--- src/core/hwd_regs.svh ---
`ifndef HWD_REGS_SVH
`define HWD_REGS_SVH
`define HWD_ADR_CTRL 4'h0
`define HWD_ADR_PULL 4'h1
`define HWD_ADR_STAT0 4'h2
`define HWD_ADR_STAT1 4'h3
`define HWD_ADR_LVL 4'h4
`define HWD_ADR_MODE 4'h5
`define HWD_CTRL_WAKE_EN 0
`define HWD_CTRL_CYCLIC 1
`define HWD_CTRL_ALT_EN 2
`define HWD_CTRL_MEAS 3
`define HWD_CTRL_RST 8'h00
`define HWD_PULL_RST 8'h00
`define HWD_MODE_RST 8'h00
`define HWD_FILT_NS 16000
`define HWD_CLK_NS 10
`define HWD_FILT_CYC (`HWD_FILT_NS / `HWD_CLK_NS)
`endif

--- src/core/hwd_pkg.sv ---
package hwd_pkg;
	typedef enum logic [1:0] {
		HWD_PULL_NONE = 2'h0,
		HWD_PULL_DOWN = 2'h1,
		HWD_PULL_UP = 2'h2,
		HWD_PULL_AUTO = 2'h3
	} hwd_pull_t;
	typedef enum logic [1:0] {
		HWD_MODE_NORMAL = 2'h0,
		HWD_MODE_STOP = 2'h1,
		HWD_MODE_SLEEP = 2'h2,
		HWD_MODE_FAILSAFE = 2'h3
	} hwd_sbc_mode_t;
endpackage : hwd_pkg

--- src/core/hwd_filter.sv ---
`timescale 1ns/10ps
`default_nettype none
`include "hwd_regs.svh"
module hwd_filter (
	input wire logic clk,
	input wire logic nrst,
	input wire logic raw,
	output logic level,
	output logic event_pulse
);
	typedef enum logic {FLT_IDLE, FLT_WAIT} hwd_flt_state_t;
	localparam logic [10:0] FILT_LAST = 11'(`HWD_FILT_CYC - 1);
	hwd_flt_state_t st_r, st_nxt;
	logic [10:0] cnt_r, cnt_nxt;
	logic level_r, level_nxt;
	logic ev_r, ev_nxt;
	always_comb begin
		st_nxt = st_r;
		cnt_nxt = cnt_r;
		level_nxt = level_r;
		ev_nxt = 1'b0;
		case (st_r)
			FLT_IDLE: begin
				if (raw != level_r) begin
					st_nxt = FLT_WAIT;
					cnt_nxt = 11'h000;
				end
			end
			FLT_WAIT: begin
				if (raw == level_r) begin
					st_nxt = FLT_IDLE;
				end else if (cnt_r == FILT_LAST) begin
					st_nxt = FLT_IDLE;
					level_nxt = raw;
					ev_nxt = 1'b1;
				end else begin
					cnt_nxt = cnt_r + 11'h001;
				end
			end
			default: st_nxt = FLT_IDLE;
		endcase
	end
	always_ff @(posedge clk or negedge nrst) begin
		if (!nrst) begin
			st_r <= FLT_IDLE;
			cnt_r <= 11'h000;
			level_r <= 1'b0;
			ev_r <= 1'b0;
		end else begin
			st_r <= st_nxt;
			cnt_r <= cnt_nxt;
			level_r <= level_nxt;
			ev_r <= ev_nxt;
		end
	end
	assign level = level_r;
	assign event_pulse = ev_r;
endmodule : hwd_filter
`default_nettype wire

--- src/core/hwd_wake_input.sv ---
// The register addresses and the Wishbone interface to the registers were left to the implementer.
`timescale 1ns/10ps
`default_nettype none
`include "hwd_regs.svh"
module hwd_wake_input
	import hwd_pkg::*;
(
	input wire logic CLK,
	input wire logic NRST,
	input wire logic [3:0] WB_ADR_I,
	input wire logic [7:0] WB_DAT_I,
	output logic [7:0] WB_DAT_O,
	input wire logic WB_WE_I,
	input wire logic WB_SEL_I,
	input wire logic WB_CYC_I,
	input wire logic WB_STB_I,
	output logic WB_ACK_O,
	input wire logic HV_WAKE_PIN,
	input wire logic FAIL_OR_GENERAL_PIN,
	input wire logic SENSE_WINDOW,
	input wire logic INIT_MODE,
	output logic WAKE_IRQ,
	output logic DEVICE_WAKEUP,
	output logic PULL_UP_EN,
	output logic PULL_DOWN_EN
);
	logic [1:0] wk_sync_r, gp_sync_r, win_sync_r;
	logic wk_s, gp_s, win_s;
	logic wk_level, wk_ev, gp_level, gp_ev;
	logic [7:0] ctrl_r, ctrl_nxt;
	logic [7:0] pull_r, pull_nxt;
	logic [7:0] mode_r, mode_nxt;
	logic wk_flag_r, wk_flag_nxt;
	logic gp_flag_r, gp_flag_nxt;
	logic lvl_r, lvl_nxt;
	logic samp_r, samp_nxt;
	logic win_d_r, win_d_nxt;
	logic ack_r, ack_nxt;
	logic [7:0] dat_r, dat_nxt;
	logic irq_r, irq_nxt;
	logic wup_r, wup_nxt;
	logic wake_en, cyclic, alt_en, meas;
	logic win_end, cyc_ev, pin_ev, alt_ev, any_ev, active_mode;
	logic req, wr, rd;
	hwd_pull_t pull_sel;
	hwd_sbc_mode_t sbc_mode;
	always_ff @(posedge CLK or negedge NRST) begin
		if (!NRST) begin
			wk_sync_r <= 2'h0;
			gp_sync_r <= 2'h0;
			win_sync_r <= 2'h0;
		end else begin
			wk_sync_r <= {wk_sync_r[0], HV_WAKE_PIN};
			gp_sync_r <= {gp_sync_r[0], FAIL_OR_GENERAL_PIN};
			win_sync_r <= {win_sync_r[0], SENSE_WINDOW};
		end
	end
	assign wk_s = wk_sync_r[1];
	assign gp_s = gp_sync_r[1];
	assign win_s = win_sync_r[1];
	hwd_filter u_wk_filter (
		.clk(CLK),
		.nrst(NRST),
		.raw(wk_s),
		.level(wk_level),
		.event_pulse(wk_ev)
	);
	hwd_filter u_gp_filter (
		.clk(CLK),
		.nrst(NRST),
		.raw(gp_s),
		.level(gp_level),
		.event_pulse(gp_ev)
	);
	assign wake_en = ctrl_r[`HWD_CTRL_WAKE_EN];
	assign cyclic = ctrl_r[`HWD_CTRL_CYCLIC];
	assign alt_en = ctrl_r[`HWD_CTRL_ALT_EN];
	assign meas = ctrl_r[`HWD_CTRL_MEAS];
	assign pull_sel = hwd_pull_t'(pull_r[1:0]);
	assign sbc_mode = hwd_sbc_mode_t'(mode_r[1:0]);
	// sample taken on the falling edge of the timer window
	assign win_end = win_d_r & ~win_s;
	assign cyc_ev = win_end & (wk_s != samp_r);
	assign pin_ev = ~meas & wake_en & (cyclic ? cyc_ev : wk_ev);
	assign alt_ev = ~meas & alt_en & gp_ev;
	assign any_ev = pin_ev | alt_ev;
	assign active_mode = (sbc_mode == HWD_MODE_NORMAL) | (sbc_mode == HWD_MODE_STOP);
	assign req = WB_CYC_I & WB_STB_I & ~ack_r;
	assign wr = req & WB_WE_I & WB_SEL_I;
	assign rd = req & ~WB_WE_I;
	always_comb begin
		ctrl_nxt = ctrl_r;
		pull_nxt = pull_r;
		mode_nxt = mode_r;
		wk_flag_nxt = wk_flag_r;
		gp_flag_nxt = gp_flag_r;
		lvl_nxt = lvl_r;
		samp_nxt = samp_r;
		win_d_nxt = win_s;
		ack_nxt = req;
		dat_nxt = dat_r;
		irq_nxt = any_ev & active_mode;
		wup_nxt = any_ev & ~active_mode;
		if (wr) begin
			case (WB_ADR_I)
				`HWD_ADR_CTRL: ctrl_nxt = WB_DAT_I;
				`HWD_ADR_PULL: pull_nxt = WB_DAT_I;
				`HWD_ADR_MODE: mode_nxt = WB_DAT_I;
				`HWD_ADR_STAT0: if (WB_DAT_I[0]) wk_flag_nxt = 1'b0;
				`HWD_ADR_STAT1: if (WB_DAT_I[0]) gp_flag_nxt = 1'b0;
				default: ;
			endcase
		end
		if (pin_ev) begin
			wk_flag_nxt = 1'b1;
		end
		if (alt_ev) begin
			gp_flag_nxt = 1'b1;
		end
		if (win_end) begin
			samp_nxt = wk_s;
		end
		if (meas) begin
			lvl_nxt = 1'b0;
		end else if (cyclic) begin
			if (win_end) begin
				lvl_nxt = wk_s;
			end
		end else if (active_mode | INIT_MODE) begin
			lvl_nxt = wk_level;
		end
		if (rd) begin
			case (WB_ADR_I)
				`HWD_ADR_CTRL: dat_nxt = ctrl_r;
				`HWD_ADR_PULL: dat_nxt = pull_r;
				`HWD_ADR_MODE: dat_nxt = mode_r;
				`HWD_ADR_STAT0: dat_nxt = {7'h00, wk_flag_r};
				`HWD_ADR_STAT1: dat_nxt = {7'h00, gp_flag_r};
				`HWD_ADR_LVL: dat_nxt = {7'h00, lvl_r};
				default: dat_nxt = 8'h00;
			endcase
		end
	end
	always_ff @(posedge CLK or negedge NRST) begin
		if (!NRST) begin
			ctrl_r <= `HWD_CTRL_RST;
			pull_r <= `HWD_PULL_RST;
			mode_r <= `HWD_MODE_RST;
			wk_flag_r <= 1'b0;
			gp_flag_r <= 1'b0;
			lvl_r <= 1'b0;
			samp_r <= 1'b0;
			win_d_r <= 1'b0;
			ack_r <= 1'b0;
			dat_r <= 8'h00;
			irq_r <= 1'b0;
			wup_r <= 1'b0;
		end else begin
			ctrl_r <= ctrl_nxt;
			pull_r <= pull_nxt;
			mode_r <= mode_nxt;
			wk_flag_r <= wk_flag_nxt;
			gp_flag_r <= gp_flag_nxt;
			lvl_r <= lvl_nxt;
			samp_r <= samp_nxt;
			win_d_r <= win_d_nxt;
			ack_r <= ack_nxt;
			dat_r <= dat_nxt;
			irq_r <= irq_nxt;
			wup_r <= wup_nxt;
		end
	end
	always_comb begin
		PULL_UP_EN = 1'b0;
		PULL_DOWN_EN = 1'b0;
		if (!meas) begin
			case (pull_sel)
				HWD_PULL_DOWN: PULL_DOWN_EN = 1'b1;
				HWD_PULL_UP: PULL_UP_EN = 1'b1;
				HWD_PULL_AUTO: begin
					PULL_UP_EN = wk_level;
					PULL_DOWN_EN = ~wk_level;
				end
				default: ;
			endcase
		end
	end
	assign WB_ACK_O = ack_r;
	assign WB_DAT_O = dat_r;
	assign WAKE_IRQ = irq_r;
	assign DEVICE_WAKEUP = wup_r;
endmodule : hwd_wake_input
`default_nettype wire

--- config.mk ---
export PLATFORM = sky130hd
export DESIGN_NAME = hwd_wake_input
export DESIGN_NICKNAME = d
export VERILOG_FILES = /design/src/core/hwd_pkg.sv /design/src/core/hwd_filter.sv /design/src/core/hwd_wake_input.sv
export VERILOG_INCLUDE_DIRS = /design/src /design/src/core
export SDC_FILE = /design/constraint.sdc
export NUM_CORES = 1
export LEC_CHECK = 0
export BUFFER_PORTS_ARGS = -buffer_cell sky130_fd_sc_hd__buf_2
export CORE_MARGIN = 2
export CORE_UTILIZATION = 30
export DETAILED_ROUTE_END_ITERATION = 6
export GPL_TIMING_DRIVEN = 1
export MAX_ROUTING_LAYER = met4
export PLACE_DENSITY = 0.55
export SLEW_MARGIN = 20
export SYNTH_ARGS = -nofsm -noshare
export SYNTH_HDL_FRONTEND = slang
export SYNTH_HIERARCHICAL = 1
export SYNTH_SLANG_ARGS = --single-unit
--- constraint.sdc ---
create_clock -name CLK -period 3.4 [get_ports CLK]
set_input_delay 0.17 -clock CLK [delete_from_list [all_inputs] [get_ports CLK]]
set_output_delay 0.17 -clock CLK [all_outputs]
set_load 0.005 [all_outputs]
==> metrics.cfg <==
[clocking]
cts_made_buffers = 9
numClockSinks = 74
post_cts_resized = 0
cts_max_level = 3
cts.reportedPaths.clkPinSlew_ns = 0.06
insertion_delay_ns = 0.33
root_buffer = sky130_fd_sc_hd__clkbuf_16
cts_tree = yes
cts-root-to-sink-buffers = 2
post-cts-setup-buffers = 0

[synthesis]
yosysUniqueCellTypes = 56
yosys-mux-area-fraction_pct = 12.34
syn-mean-instance-area_um2 = 11.61
ys_seq_area_share_pct = 50.17
synth_top_cell_by_area = sky130_fd_sc_hd__dfrtp_1
yosys-top-cells-count = 74 x sky130_fd_sc_hd__dfrtp_1, 34 x sky130_fd_sc_hd__mux2_2, 29 x sky130_fd_sc_hd__nand2_1, 24 x sky130_fd_sc_hd__o21ai_0, 18 x sky130_fd_sc_hd__nand3_1
synth_enable_flop_cells = 0
yosysMostFrequentCell = sky130_fd_sc_hd__dfrtp_1
synth_xor_xnor_area_share_pct = 0.7119
synth-adder-area-share_pct = 0.6780
postSynth.asyncResetShare_pct = 100.0
fraction_of_the_mapped_netlist_area_in_simple_logic_gates_pct = 18.03
postSynthNetCount = 342
synth-seq-cells = 74
main_combinational_cell_family_by_area_after_synthesis = simple AND/OR/NAND/NOR gates
compound_gate_portion_of_the_synthesized_area_pct = 14.41
synth.yosys.warnings = 6
mappedNetlistArea_um2 = 3691
synthesis.instances = 318
ys_top_cells_by_area = sky130_fd_sc_hd__dfrtp_1 50%, sky130_fd_sc_hd__mux2_2 10%, sky130_fd_sc_hd__o21ai_0 3.3%
synth_top_cell_area_share_pct = 50.17
synth_flop_cell = sky130_fd_sc_hd__dfrtp_1

[timing]
setup_viol_count_final = 0
setup_repair_after_global_routing_missed_its_margin = false
fmaxAchievable_mhz = 501.6
timing.final.crit_period_ns = 1.994
setup_total_negative_slack_ns = 0
finalHoldViolCount = 29
max_slew.worst_pin.slew_ns = 0.9179
final.period_utilization_pct = 58.64
final-max-slew-violation-count = 0
timing.hold.ws_ns = -0.05052
fin_worst_skew_ns = 0.008087
max-slew-margin-rel_pct = 38.81

[global_routing]
globalRouteOverflowTotal = 0
grt_pass1_wl_mm = 13.05
antenna_found_initial = 0
grt_start_max_net_pins = 75
number_of_global_route_vias_before_repair = 2619
gr-usage-all-layers_pct = 12.75

[detailed_routing]
drcViolationCount = 0
drt.antenna.violating_nets = 0
detail_route.iter0.violations = 242
detail_route.first_pass.iterations = 6
vias = 2644
drt-total-wl_mm = 7.743
drt-wirelength-per-cell_um = 15.27
avgViaCountPerCell = 5.215

[worst_setup_path]
crit_required_ns = 3.63
worst-path-max-fanout = 12
crit_path_start_kind = flip-flop
rrSetupSlack_ns = 1.41
critPathCaptureType = flip-flop
crit_type = reg2reg
timing.critical_path.arrival_ns = 2.22

[placement]
gpl.final_weighted_congestion = 0.8223
dpl.hpwl_mm = 5.382
buffer_ports.inserted = 34

[hold_path]
hold_path.class = in2async

[final_layout]
sequential_cell_area_um2 = 1852
area_growth_pct = 15.97
multiInputGateArea_um2 = 1704
num_antenna_cells = 0
fillerInstances = 1191
drive_above_1_share_pct = 30.56
nNetsFinal = 379

[floorplan]
top_level_ports = 35
initial_utilization_pct = 30.73
die_w_um = 114.9
die_height_um = 114.9
design.die.area_um2 = 13210
row_count = 40
floorplan.core_area_um2 = 12010

[pwr]
p_leak_nw = 1.928
power_density_nw_per_um2 = 492.9
power.ir.vdd_worst_mv = 0.2536

[outcome]
violations_in_the_final_reports = hold timing
outcome = finished, violations left

[job]
maxcap_viol_count = 0

## layout make-up
type	instances	share of cell area, %
Clock buffer	9	5.262
Clock inverter	7	1.754
Inverter	6	0.5262
Multi-Input combinational cell	225	39.81
Sequential cell	74	43.26
Tap cell	147	4.297
Timing Repair Buffer	39	5.086
## metrics by stage
stage | total power, W | setup WS, ns | utilization, % | cell area [um^2] | cells
after floorplan | 0.001098 | 1.709 | - | 3691 | 318
after global placement | 0.001170 | 1.424 | 32.89 | 3950 | 488
after detailed placement | 0.001173 | 1.435 | 32.89 | 3950 | 488
after CTS | 0.002138 | 1.431 | 35.64 | 4280 | 507
after global routing | 0.002207 | 1.306 | 35.64 | 4280 | 507
final | 0.002110 | 1.406 | 35.64 | 4280 | 507
## cell usage in the layout, fill, tap and decap left out, types with 4 or more instances in the layout
cell                        instances
sky130_fd_sc_hd__dfrtp_1           74
sky130_fd_sc_hd__o31a_1             4
sky130_fd_sc_hd__nand4_1            4
sky130_fd_sc_hd__a31oi_1           14
sky130_fd_sc_hd__o31ai_1            4
sky130_fd_sc_hd__inv_1              6
sky130_fd_sc_hd__and3_1             4
sky130_fd_sc_hd__nor4_1             4
sky130_fd_sc_hd__a22oi_1            6
sky130_fd_sc_hd__nor3b_1            5
sky130_fd_sc_hd__o21ai_0           24
sky130_fd_sc_hd__o211ai_1           4
sky130_fd_sc_hd__nand3_1           18
sky130_fd_sc_hd__o31ai_2            4
sky130_fd_sc_hd__nand2_1           29
sky130_fd_sc_hd__nor3_1             4
sky130_fd_sc_hd__buf_2             33
sky130_fd_sc_hd__mux2_2            34
sky130_fd_sc_hd__clkbuf_16          9
sky130_fd_sc_hd__nor2_1             6
## per-layer routing
| metal | vias up | routed length [um] | global-route usage [%] |
|---|---|---|---|
| met5 | - | 0 | - |
| met4 | 0 | 113 | 4.337 |
| met3 | 8 | 318 | 2.741 |
| met2 | 74 | 3556 | 19.76 |
| met1 | 1280 | 3754 | 16.61 |
| li1 | 1282 | - | - |
## critical path: stages (launching register included)
cell,delay (ns)
sky130_fd_sc_hd__dfrtp_1,0.43
sky130_fd_sc_hd__xnor2_1,0.15
sky130_fd_sc_hd__buf_4,0.19
sky130_fd_sc_hd__nor2_1,0.57
sky130_fd_sc_hd__nand2_1,0.26
sky130_fd_sc_hd__o31ai_1,0.29
## state kept, by name (all words and copies together) (netlist names), 2 cells and up
register and count:
WB_DAT_O 8, ctrl_r 8, gp_sync_r 2, mode_r 8, pull_r 8, u_gp_filter/cnt_r 11
u_wk_filter/cnt_r 11, win_sync_r 2, wk_sync_r 2
## timing repair
item,in CTS,in global routing
hold buffers,3,0
setup endpoints to repair,0,0
hold endpoints to repair,3,0
## cell families (layout without fill, tap and decap cells)
group           after synthesis  in the layout
fa+ha+maj                     2              2
compound gates               76             76
buf+inv                      19             61
simple gates                104            104
mux                          40             40
flops                        74             74
xor+xnor                      3              3
## where the power goes
part	switching [W]	internal, W	total (W)	leakage, nW
Combinational	0.0000916	0.0000783	0.000170	0.791
Clock	0.000380	0.000573	0.000953	0.150
Sequential	0.0000516	0.000935	0.000987	0.987
## path summary, 6_finish.rpt
kind,start,endpoint,depth (start not counted)
max,wk_sync_r[1]$_DFF_PN0_,u_wk_filter/cnt_r[5]$_DFFE_PN0P_,5
min,NRST,mode_r[7]$_DFFE_PN0P_,1
max reg2reg,wk_sync_r[1]$_DFF_PN0_,u_wk_filter/cnt_r[5]$_DFFE_PN0P_,5
min reg2reg,gp_sync_r[0]$_DFF_PN0_,gp_sync_r[1]$_DFF_PN0_,0
max in group asynchronous,NRST,u_gp_filter/cnt_r[0]$_DFFE_PN0P_,1
min in group CLK,WB_DAT_I[7],mode_r[7]$_DFFE_PN0P_,2
(Power assumes the default switching activity.)
